### src/hw/hsa_pkg.sv
// Shared constants and types for the hardware stack and accumulator move block
package hsa_pkg;
  localparam int STACK_DEPTH = 8;
  localparam int WORD_W = 16;
  localparam int ACC_W = 32;
  localparam int DMA_W = 7;
  localparam int POINTER_W = 3;
  localparam int WAIT_W = 4;
  localparam int REPEAT_W = 8;
  localparam logic [15:0] STACK_RESET = 16'h0000;
  localparam logic [31:0] ACC_RESET = 32'h0000_0000;
  localparam logic [15:0] ACC_HIGH_ZERO = 16'h0000;
  localparam logic [1:0] SHIFT_MODE_NONE = 2'h0;
  localparam logic [1:0] SHIFT_MODE_LEFT1 = 2'h1;
  localparam logic [1:0] SHIFT_MODE_LEFT4 = 2'h2;
  localparam logic [1:0] SHIFT_MODE_RIGHT6 = 2'h3;
  localparam int SHIFT_L1 = 1;
  localparam int SHIFT_L4 = 4;
  localparam int SHIFT_R6 = 6;
  localparam logic [WAIT_W-1:0] WAIT_ZERO = 4'h0;
  localparam logic [REPEAT_W-1:0] REPEAT_ONE = 8'h01;
  typedef enum logic [2:0] {
    HSA_OP_NONE,
    HSA_OP_PRODUCT_TO_ACC,
    HSA_OP_STACK_TO_ACC,
    HSA_OP_STACK_TO_DATA,
    HSA_OP_DATA_TO_STACK,
    HSA_OP_ACC_TO_STACK
  } hsa_op_t;
endpackage : hsa_pkg

### src/hw/hsa_core.sv
// Instruction-level stack, accumulator and product transfers
`timescale 1ns/1ps
module hsa_core
(
  input wire logic CLK_SYS,
  input wire logic RSTN,
  input wire logic CE,
  input wire logic START,
  input wire hsa_pkg::hsa_op_t OP,
  input wire logic EXT_PROG,
  input wire logic [hsa_pkg::WAIT_W-1:0] PROG_WAIT,
  input wire logic [hsa_pkg::REPEAT_W-1:0] REPEAT_COUNT,
  input wire logic [1:0] PRODUCT_SHIFT_MODE,
  input wire logic [hsa_pkg::ACC_W-1:0] PRODUCT,
  input wire logic [hsa_pkg::DMA_W-1:0] DATA_ADDR_IN,
  input wire logic [hsa_pkg::WORD_W-1:0] DATA_RD_WORD,
  input wire logic NEW_POINTER_VALID,
  input wire logic [hsa_pkg::POINTER_W-1:0] NEW_POINTER,
  input wire logic EXT_PUSH,
  input wire logic EXT_POP,
  input wire logic [hsa_pkg::WORD_W-1:0] EXT_PUSH_WORD,
  output logic BUSY,
  output logic DONE,
  output logic [hsa_pkg::ACC_W-1:0] ACC,
  output logic [hsa_pkg::WORD_W-1:0] STACK_TOP,
  output logic DATA_WR,
  output logic [hsa_pkg::DMA_W-1:0] DATA_ADDR,
  output logic [hsa_pkg::WORD_W-1:0] DATA_WR_WORD,
  output logic PC_INC,
  output logic [hsa_pkg::POINTER_W-1:0] AUX_POINTER_SELECT
);
  typedef enum {HSA_IDLE, HSA_WAIT, HSA_EXEC} hsa_state_t;

  hsa_state_t state;
  hsa_pkg::hsa_op_t op;
  logic [hsa_pkg::WAIT_W-1:0] wait_left;
  logic [hsa_pkg::REPEAT_W-1:0] reps_left;
  logic [hsa_pkg::DMA_W-1:0] addr;
  logic ptr_load;
  logic [hsa_pkg::POINTER_W-1:0] ptr_value;
  logic exec;
  logic last;
  logic st_push;
  logic st_pop;
  logic [hsa_pkg::WORD_W-1:0] st_word;
  logic [hsa_pkg::ACC_W-1:0] shifted_product;
  logic [hsa_pkg::WORD_W-1:0] top;
  logic [hsa_pkg::STACK_DEPTH*hsa_pkg::WORD_W-1:0] levels;
  logic [hsa_pkg::REPEAT_W-1:0] reps_start;

  assign reps_start = (REPEAT_COUNT == '0) ? hsa_pkg::REPEAT_ONE : REPEAT_COUNT;
  assign exec = CE && (state == HSA_EXEC);
  assign last = exec && (reps_left == hsa_pkg::REPEAT_ONE);

  // Wait states are charged once per instruction, not per repetition
  always_ff @(posedge CLK_SYS)
  begin
    if (!RSTN)
    begin
      state <= HSA_IDLE;
      op <= hsa_pkg::HSA_OP_NONE;
      wait_left <= hsa_pkg::WAIT_ZERO;
      reps_left <= hsa_pkg::REPEAT_ONE;
      addr <= '0;
      ptr_load <= 1'b0;
      ptr_value <= '0;
    end
    else if (CE)
    begin
      unique case (state)
        HSA_IDLE:
        begin
          if (START)
          begin
            op <= OP;
            addr <= DATA_ADDR_IN;
            ptr_load <= NEW_POINTER_VALID;
            ptr_value <= NEW_POINTER;
            reps_left <= reps_start;
            wait_left <= EXT_PROG ? PROG_WAIT : hsa_pkg::WAIT_ZERO;
            state <= (EXT_PROG && PROG_WAIT != hsa_pkg::WAIT_ZERO) ? HSA_WAIT : HSA_EXEC;
          end
        end
        HSA_WAIT:
        begin
          wait_left <= wait_left - 1'b1;
          if (wait_left == 4'h1)
            state <= HSA_EXEC;
        end
        HSA_EXEC:
        begin
          reps_left <= reps_left - 1'b1;
          if (reps_left == hsa_pkg::REPEAT_ONE)
            state <= HSA_IDLE;
        end
      endcase
    end
  end

  always_comb
  begin
    unique case (PRODUCT_SHIFT_MODE)
      hsa_pkg::SHIFT_MODE_NONE: shifted_product = PRODUCT;
      hsa_pkg::SHIFT_MODE_LEFT1: shifted_product = PRODUCT << hsa_pkg::SHIFT_L1;
      hsa_pkg::SHIFT_MODE_LEFT4: shifted_product = PRODUCT << hsa_pkg::SHIFT_L4;
      hsa_pkg::SHIFT_MODE_RIGHT6: shifted_product = $signed(PRODUCT) >>> hsa_pkg::SHIFT_R6;
    endcase
  end

  // Sequencer ports share the stack; an executing instruction takes priority
  always_comb
  begin
    st_push = 1'b0;
    st_pop = 1'b0;
    st_word = EXT_PUSH_WORD;
    if (exec)
    begin
      unique case (op)
        hsa_pkg::HSA_OP_STACK_TO_ACC: st_pop = 1'b1;
        hsa_pkg::HSA_OP_STACK_TO_DATA: st_pop = 1'b1;
        hsa_pkg::HSA_OP_DATA_TO_STACK:
        begin
          st_push = 1'b1;
          st_word = DATA_RD_WORD;
        end
        hsa_pkg::HSA_OP_ACC_TO_STACK:
        begin
          st_push = 1'b1;
          st_word = ACC[hsa_pkg::WORD_W-1:0];
        end
        default:
        begin
          st_push = 1'b0;
          st_pop = 1'b0;
        end
      endcase
    end
    else
    begin
      st_push = EXT_PUSH;
      st_pop = EXT_POP && !EXT_PUSH;
    end
  end

  // No depth counter exists, so neither overflow nor underflow is visible
  hsa_stack u_stack
  (
    .clk(CLK_SYS),
    .rstn(RSTN),
    .ce(CE),
    .push(st_push),
    .pop(st_pop),
    .push_word(st_word),
    .top(top),
    .levels(levels)
  );

  always_ff @(posedge CLK_SYS)
  begin
    if (!RSTN)
      ACC <= hsa_pkg::ACC_RESET;
    else if (exec && op == hsa_pkg::HSA_OP_PRODUCT_TO_ACC)
      ACC <= shifted_product;
    else if (exec && op == hsa_pkg::HSA_OP_STACK_TO_ACC)
      ACC <= {hsa_pkg::ACC_HIGH_ZERO, top};
  end

  always_ff @(posedge CLK_SYS)
  begin
    if (!RSTN)
    begin
      DATA_WR <= 1'b0;
      DATA_ADDR <= '0;
      DATA_WR_WORD <= '0;
    end
    else if (CE)
    begin
      DATA_WR <= exec && op == hsa_pkg::HSA_OP_STACK_TO_DATA;
      DATA_ADDR <= addr;
      if (exec && op == hsa_pkg::HSA_OP_STACK_TO_DATA)
        DATA_WR_WORD <= top;
    end
  end

  always_ff @(posedge CLK_SYS)
  begin
    if (!RSTN)
    begin
      PC_INC <= 1'b0;
      DONE <= 1'b0;
      AUX_POINTER_SELECT <= '0;
    end
    else if (CE)
    begin
      PC_INC <= last;
      DONE <= last;
      if (last && ptr_load)
        AUX_POINTER_SELECT <= ptr_value;
    end
  end

  assign BUSY = (state != HSA_IDLE);
  assign STACK_TOP = top;
  // Consecutive pops since the last push; saturates so a long run cannot wrap
  logic [hsa_pkg::REPEAT_W-1:0] pop_run;

  always_ff @(posedge CLK_SYS)
  begin
    if (!RSTN)
      pop_run <= '0;
    else if (CE && st_push)
      pop_run <= '0;
    else if (CE && st_pop && pop_run != '1)
      pop_run <= pop_run + 1'b1;
  end

  property pop_to_acc_p;
    @(posedge CLK_SYS) disable iff (!RSTN)
      exec && op == hsa_pkg::HSA_OP_STACK_TO_ACC
        |=> ACC == {hsa_pkg::ACC_HIGH_ZERO, $past(top)};
  endproperty
  pop_acc_load_a: assert property (pop_to_acc_p) else $error("Pop did not load low acc");

  pop_high_zero_a: assert property (@(posedge CLK_SYS) disable iff (!RSTN)
    exec && op == hsa_pkg::HSA_OP_STACK_TO_ACC |=> ACC[31:16] == hsa_pkg::ACC_HIGH_ZERO)
    else $error("Pop left upper acc nonzero");

  product_load_a: assert property (@(posedge CLK_SYS) disable iff (!RSTN)
    exec && op == hsa_pkg::HSA_OP_PRODUCT_TO_ACC |=> ACC == $past(shifted_product))
    else $error("Product move wrong");

  pop_shift_up_a: assert property (@(posedge CLK_SYS) disable iff (!RSTN)
    CE && st_pop && !st_push |=> levels[15:0] == $past(levels[31:16])
      && levels[127:112] == $past(levels[127:112]) && levels[111:96] == $past(levels[127:112]))
    else $error("Pop shift wrong");

  push_shift_down_a: assert property (@(posedge CLK_SYS) disable iff (!RSTN)
    CE && st_push |=> levels[15:0] == $past(st_word)
      && levels[127:112] == $past(levels[111:96]))
    else $error("Push shift wrong");

  data_write_a: assert property (@(posedge CLK_SYS) disable iff (!RSTN)
    exec && op == hsa_pkg::HSA_OP_STACK_TO_DATA |=> DATA_WR && DATA_WR_WORD == $past(top))
    else $error("Stack to data write wrong");

  acc_push_a: assert property (@(posedge CLK_SYS) disable iff (!RSTN)
    exec && op == hsa_pkg::HSA_OP_ACC_TO_STACK |=> top == $past(ACC[15:0]))
    else $error("Acc push wrong");

  single_cycle_a: assert property (@(posedge CLK_SYS) disable iff (!RSTN)
    CE && state == HSA_IDLE && START && !EXT_PROG && REPEAT_COUNT <= 8'h01 ##1 CE
      |=> DONE && PC_INC)
    else $error("Single cycle timing wrong");

  pc_once_a: assert property (@(posedge CLK_SYS) disable iff (!RSTN)
    CE && PC_INC |=> !PC_INC)
    else $error("Pc advanced twice");

  smear_fill_a: assert property (@(posedge CLK_SYS) disable iff (!RSTN)
    int'(pop_run) >= hsa_pkg::STACK_DEPTH - 1 |-> levels == {hsa_pkg::STACK_DEPTH{top}})
    else $error("Stack not filled with bottom word");

  start_refused_a: assert property (@(posedge CLK_SYS) disable iff (!RSTN)
    BUSY |=> op == $past(op) && addr == $past(addr))
    else $error("Start taken while busy");

  wait_entry_a: assert property (@(posedge CLK_SYS) disable iff (!RSTN)
    CE && state == HSA_IDLE && START && EXT_PROG && PROG_WAIT != hsa_pkg::WAIT_ZERO
      |=> state == HSA_WAIT && wait_left == $past(PROG_WAIT))
    else $error("Wait states not entered");

  repeat_step_a: assert property (@(posedge CLK_SYS) disable iff (!RSTN)
    exec && !last |=> state == HSA_EXEC && reps_left == $past(reps_left) - 1'b1)
    else $error("Repeat count step wrong");

  last_done_a: assert property (@(posedge CLK_SYS) disable iff (!RSTN)
    last |=> state == HSA_IDLE && DONE && PC_INC)
    else $error("Last repetition did not finish");

  write_only_a: assert property (@(posedge CLK_SYS) disable iff (!RSTN)
    CE && !(exec && op == hsa_pkg::HSA_OP_STACK_TO_DATA) |=> !DATA_WR)
    else $error("Stray data write");

  write_addr_a: assert property (@(posedge CLK_SYS) disable iff (!RSTN)
    exec && op == hsa_pkg::HSA_OP_STACK_TO_DATA |=> DATA_ADDR == $past(addr))
    else $error("Data write address wrong");

  acc_hold_a: assert property (@(posedge CLK_SYS) disable iff (!RSTN)
    !(exec && (op == hsa_pkg::HSA_OP_PRODUCT_TO_ACC || op == hsa_pkg::HSA_OP_STACK_TO_ACC))
      |=> ACC == $past(ACC))
    else $error("Acc changed without a load");

  ptr_load_a: assert property (@(posedge CLK_SYS) disable iff (!RSTN)
    last && ptr_load |=> AUX_POINTER_SELECT == $past(ptr_value))
    else $error("Pointer not loaded");

  ptr_hold_a: assert property (@(posedge CLK_SYS) disable iff (!RSTN)
    !(last && ptr_load) |=> AUX_POINTER_SELECT == $past(AUX_POINTER_SELECT))
    else $error("Pointer changed unasked");

  ce_freeze_a: assert property (@(posedge CLK_SYS) disable iff (!RSTN)
    !CE |=> levels == $past(levels) && ACC == $past(ACC) && state == $past(state))
    else $error("State moved while clock enable low");

  stack_idle_a: assert property (@(posedge CLK_SYS) disable iff (!RSTN)
    exec && (op == hsa_pkg::HSA_OP_PRODUCT_TO_ACC || op == hsa_pkg::HSA_OP_NONE)
      |=> levels == $past(levels))
    else $error("Stack moved during a non-stack move");

  data_push_top_a: assert property (@(posedge CLK_SYS) disable iff (!RSTN)
    exec && op == hsa_pkg::HSA_OP_DATA_TO_STACK |=> top == $past(DATA_RD_WORD))
    else $error("Data push top wrong");

  data_pop_shift_a: assert property (@(posedge CLK_SYS) disable iff (!RSTN)
    exec && op == hsa_pkg::HSA_OP_STACK_TO_DATA |=> top == $past(levels[31:16])
      && levels[127:112] == $past(levels[127:112]))
    else $error("Data pop shift wrong");

  cov_pop_c: cover property (@(posedge CLK_SYS) exec && op == hsa_pkg::HSA_OP_STACK_TO_ACC);
  cov_dpush_c: cover property (@(posedge CLK_SYS) exec && op == hsa_pkg::HSA_OP_DATA_TO_STACK);
  cov_wait_c: cover property (@(posedge CLK_SYS) state == HSA_WAIT ##1 state == HSA_EXEC);
  cov_repeat_c: cover property (@(posedge CLK_SYS) exec && !last ##1 last);
  cov_underflow_c: cover property (@(posedge CLK_SYS) int'(pop_run) > hsa_pkg::STACK_DEPTH);
endmodule : hsa_core

### src/hw/hsa_stack.sv
// Eight-level last-in first-out word stack with shift-style push and pop
`timescale 1ns/1ps
module hsa_stack
(
  input wire logic clk,
  input wire logic rstn,
  input wire logic ce,
  input wire logic push,
  input wire logic pop,
  input wire logic [hsa_pkg::WORD_W-1:0] push_word,
  output logic [hsa_pkg::WORD_W-1:0] top,
  output logic [hsa_pkg::STACK_DEPTH*hsa_pkg::WORD_W-1:0] levels
);
  logic [hsa_pkg::WORD_W-1:0] entry [hsa_pkg::STACK_DEPTH];

  genvar i;
  generate
    for (i = 0; i < hsa_pkg::STACK_DEPTH; i++)
    begin : g_level
      logic [hsa_pkg::WORD_W-1:0] pushed_in;
      logic [hsa_pkg::WORD_W-1:0] popped_in;
      // Neighbours chosen at elaboration, so no index ever leaves the array
      if (i == 0)
      begin : g_first
        assign pushed_in = push_word;
      end
      else
      begin : g_rest
        assign pushed_in = entry[i-1];
      end
      // Bottom copies itself, so repeated pops smear it upward
      if (i == hsa_pkg::STACK_DEPTH-1)
      begin : g_bottom
        assign popped_in = entry[i];
      end
      else
      begin : g_upper
        assign popped_in = entry[i+1];
      end
      // Oldest word falls off the bottom silently
      always_ff @(posedge clk)
      begin
        if (!rstn)
          entry[i] <= hsa_pkg::STACK_RESET;
        else if (ce && push)
          entry[i] <= pushed_in;
        else if (ce && pop)
          entry[i] <= popped_in;
      end
      assign levels[i*hsa_pkg::WORD_W +: hsa_pkg::WORD_W] = entry[i];
    end
  endgenerate

  assign top = entry[0];
endmodule : hsa_stack

### config.mk
export PLATFORM = sky130hd
export DESIGN_NAME = hsa_core
export DESIGN_NICKNAME = d
export VERILOG_FILES = /design/src/hw/hsa_pkg.sv /design/src/hw/hsa_core.sv /design/src/hw/hsa_stack.sv
export SDC_FILE = /design/constraint.sdc
export NUM_CORES = 1
export LEC_CHECK = 0
export BUFFER_PORTS_ARGS = -buffer_cell sky130_fd_sc_hd__buf_2
export CAP_MARGIN = 20
export CORE_ASPECT_RATIO = 1.75
export CORE_MARGIN = 3
export CORE_UTILIZATION = 30
export DETAILED_ROUTE_END_ITERATION = 8
export MAX_ROUTING_LAYER = met4
export PLACE_DENSITY = 0.53
export SLEW_MARGIN = 20
export SYNTH_ARGS = -nofsm -noshare
export SYNTH_HDL_FRONTEND = slang
export SYNTH_HIERARCHICAL = 1
export SYNTH_SLANG_ARGS = --single-unit
export TNS_END_PERCENT = 20
### constraint.sdc
create_clock -name CLK_SYS -period 14.1 [get_ports CLK_SYS]
set_clock_uncertainty 0.1 [all_clocks]
set_input_delay 2.115 -clock CLK_SYS [delete_from_list [all_inputs] [get_ports CLK_SYS]]
set_output_delay 2.115 -clock CLK_SYS [all_outputs]
set_load 0.01 [all_outputs]
==> key figures <==
Detailed routing
  • Number of vias per cell: between 5 and 6
  • Drt pass-1 iters: 5
  • # DRC: 0
  • Wire per inst: 18.1 um
  • Routed wire length: 30900 um
  • Initial DRC count: 580
  • Via count: between 8000 and 9000
  • Routed Antenna Nets: 0

Die
  • CORE AREA: between 0.03 and 0.04 mm2
  • Die X: 153 um
  • Initial core utilization: 0.305
  • Die Y: 263 um
  • I/O pin count: 177
  • Die area: 0.0403 mm2
  • Row cnt: 93

Timing
  • Final hold violations: 0
  • Setup_tns: 0 ns
  • Final setup vio count: 0
  • Slew HR: 0.251
  • Pins over their slew limit: 0
  • Unrepaired setup endpoints after global routing: no
  • Tightest Pin Transition: 1.12 ns
  • Hold slack final: 0.351 ns
  • Fin crit period: 4.97 ns
  • Fmax achieved: 0.201 GHz
  • Final Cycle Share: 0.353

Critical path
  • CP required: 14.13 ns
  • Max FO, Critical Path: 108
  • CP Capture Type: register
  • Crit-path max cell delay: around 0.8 ns
  • Crit path kind: primary input to register
  • Worst-path cell chain: buf_2 -> nand4b_1 -> nand2_4 -> o21ai_1 -> nand2_4 -> buf_4
  • Startpoint types: primary input
  • CP bufs+invs: 2
  • Crit path max-delay family: simple AND/OR/NAND/NOR gates
  • Worst Path Arrival: 5.00 ns
  • Slowest cell on the critical path: buf_4
  • Cell mode on critical path: nand2_4

CTS
  • CTS Hold Buffers Added: 0
  • PostCTS Resize Cnt: 0
  • Clock sinks: 216
  • Clock root cell: clkbuf_16
  • Inserted Clock Buffers: 21
  • Clock Latency Late Sink: 0.51 ns
  • Clock Tree Buf Depth: 3
  • Setup Fix Bufs, Post-CTS: 0
  • Clock-pin slew on the worst setup and hold paths: 0.06 ns
  • CTS H-tree lvls: 1
  • CTS tree: done

Finish
  • Fill cells: between 3000 and 4000
  • Area growth syn-to-layout: 13.4%
  • Antenna diodes: 0
  • Fin nets: 1320
  • Ratio of cells with drive above 1 in the final layout: 0.218
  • Design area: between 0.01 and 0.015 mm2

Synth
  • Post-synthesis sequential area ratio: 0.494
  • Async set-or-reset flop fraction in the synthesized netlist: 0
  • Syn nets: 1226
  • Top_reg_cell synth: edfxtp_1
  • Number of synthesized register bits: between 200 and 250
  • Syn avg cell area: 10.1 um2
  • Cell taking the most area after synthesis: edfxtp_1
  • Unique cell type count in the Yosys netlist: 59
  • Number of flops mapped to enable cells by yosys: 128
  • Cell area after synthesis: between 0.01 and 0.015 mm2
  • Cells after synthesis: roughly 1100
  • Synth top area cells: edfxtp_1, dfxtp_1, nand3b_1, nand2_1, a21oi_1
  • Yosys warns: 6
  • Yosys top cell area share: 0.339

Power
  • Clock power share: 0.367
  • Sequential power share: 0.509
  • VDD IR max: 83.9 uV
  • Cell-internal power: 1.06 mW
  • Static leakage: roughly 4.7 nW
  • Combinational power share: 0.124
  • Net Sw Power: 0.377 mW
  • Switch share: 0.263
  • Total power: 1.43 mW
  • Pwr dens: 111 mW/mm2

Placed design
  • Area of placed instances: 0.0122 mm2
  • GP Congestion: 0.891
  • I/O Buffers: ~180
  • Dpl hpwl: 20600 um

Global routing
  • Number of global-route vias before repair: 8526
  • Initial antenna violation count: 0
  • Gr ovfl total: 0
  • GRT Total Usage: 0.150
  • First-pass GRT wire length: 48400 um
  • Largest net degree at the start of global routing: 136

Run status
  • Outcome: finished clean

Worst hold path
  • HP Class: register to register

Job
  • Max Cap Violations: 0
[layout by cell type, fill, tap and decap left out, drive strengths merged, types with 2 or more instances in the layout]
master	instances
nand2	214
buf	187
edfxtp	128
a21oi	127
nand3b	115
dfxtp	88
nor2b	36
nor2	35
a21boi	35
mux2i	33
o21ai	28
mux4	27
clkbuf	26
and3	19
a22oi	17
inv	16
nand3	13
o31ai	12
ha	7
nor3b	5
clkinv	5
nor3	5
and2	4
o21a	4
a31oi	3
o22ai	3
o211ai	3
nor4	3
nand4b	2
a311oi	2
a41oi	2
o221a	2
nand2b	2
or4	2
clkinvlp	2
[area by class of cell]
class                           instances  area, um2  share of cell area
Clock buffer                           26        554              0.0431
Clock inverter                          9       50.0             0.00389
Inverter                               14       52.6             0.00409
Multi-Input combinational cell        774       5010               0.390
Sequential cell                       216       5610               0.436
Tap cell                              475        594              0.0462
Timing Repair Buffer                  187        991              0.0771
[worst register-to-register path, stage by stage (launching register included)]
cell      delay (ns)
dfxtp_1         0.33
inv_1           0.08
ha_1            0.15
buf_4           0.27
nand4b_1        0.22
nand2_4         0.70
o21ai_1         0.24
nand2_4         0.37
buf_4           0.81
[state kept, by name, summed over array words and instances, names as in the netlist, 4 cells and up]
name / count
ACC: 32
DATA_ADDR: 7
DATA_WR_WORD: 16
addr: 7
reps_left: 8
u_stack/entry: 128
wait_left: 4
[worst paths after layout]
path	from	end	slack [ns]	depth (start not counted)
hold / removal	DATA_WR_WORD[9]	DATA_WR_WORD[9]	0.35	2
hold reg to reg	DATA_WR_WORD[9]	DATA_WR_WORD[9]	0.35	2
setup reg to reg	state[0]	u_stack/entry[1][42]	10.38	8
setup / recovery	CE	u_stack/entry[1][42]	9.13	6
[per-stage QoR]
step | utilization | setup slack (ns) | instances
5_1_grt | 0.346 | 8.75 | 1701
3_5_place_dp | 0.329 | 8.53 | 1665
2_1_floorplan | - | 8.12 | 1120
3_3_place_gp | 0.329 | 8.62 | 1664
6_report | 0.346 | 9.13 | 1701
4_1_cts | 0.346 | 9.07 | 1700
[Yosys cell counts, types with 4 or more instances]
cell type	instances
nand2_1	214
edfxtp_1	128
a21oi_1	126
nand3b_1	115
dfxtp_1	88
buf_2	41
buf_4	36
nor2b_1	36
nor2_1	35
mux2i_1	33
clkbuf_1	28
mux4_2	27
o21ai_0	24
a21boi_1	20
and3_1	19
a22oi_1	17
a21boi_0	15
inv_1	14
nand3_1	13
buf_6	9
o31ai_2	9
ha_1	7
nor3b_1	5
and2_1	4
nor3_1	4
o21a_1	4
[routing by layer]
layer	vias to the layer above	wire length [um]	global-route usage
met5	-	0	-
met4	0	1370	0.0668
met3	64	1580	0.0252
met2	243	15300	0.251
met1	4146	12600	0.178
li1	4177	-	-
[logic make-up after synthesis]
group,count (synthesis),synth area share
muxes,61,0.0837
AOI/OAI and AO/OA,245,0.134
and+or+nand+nor,460,0.213
DFF,216,0.494
xor gates and xnor gates,1,0.000773
buffers and inverters,130,0.0665
adders and majority gates,7,0.00772
[power groups by stage]
stage          registers [mW]  clock network (mW)  logic (mW)
2_1_floorplan           0.734                   0       0.138
3_3_place_gp            0.742                   0       0.176
3_5_place_dp            0.743                   0       0.179
4_1_cts                 0.729               0.546       0.179
5_1_grt                 0.734               0.565       0.198
6_report                0.729               0.526       0.178
Power figures use the tool's default switching activity.
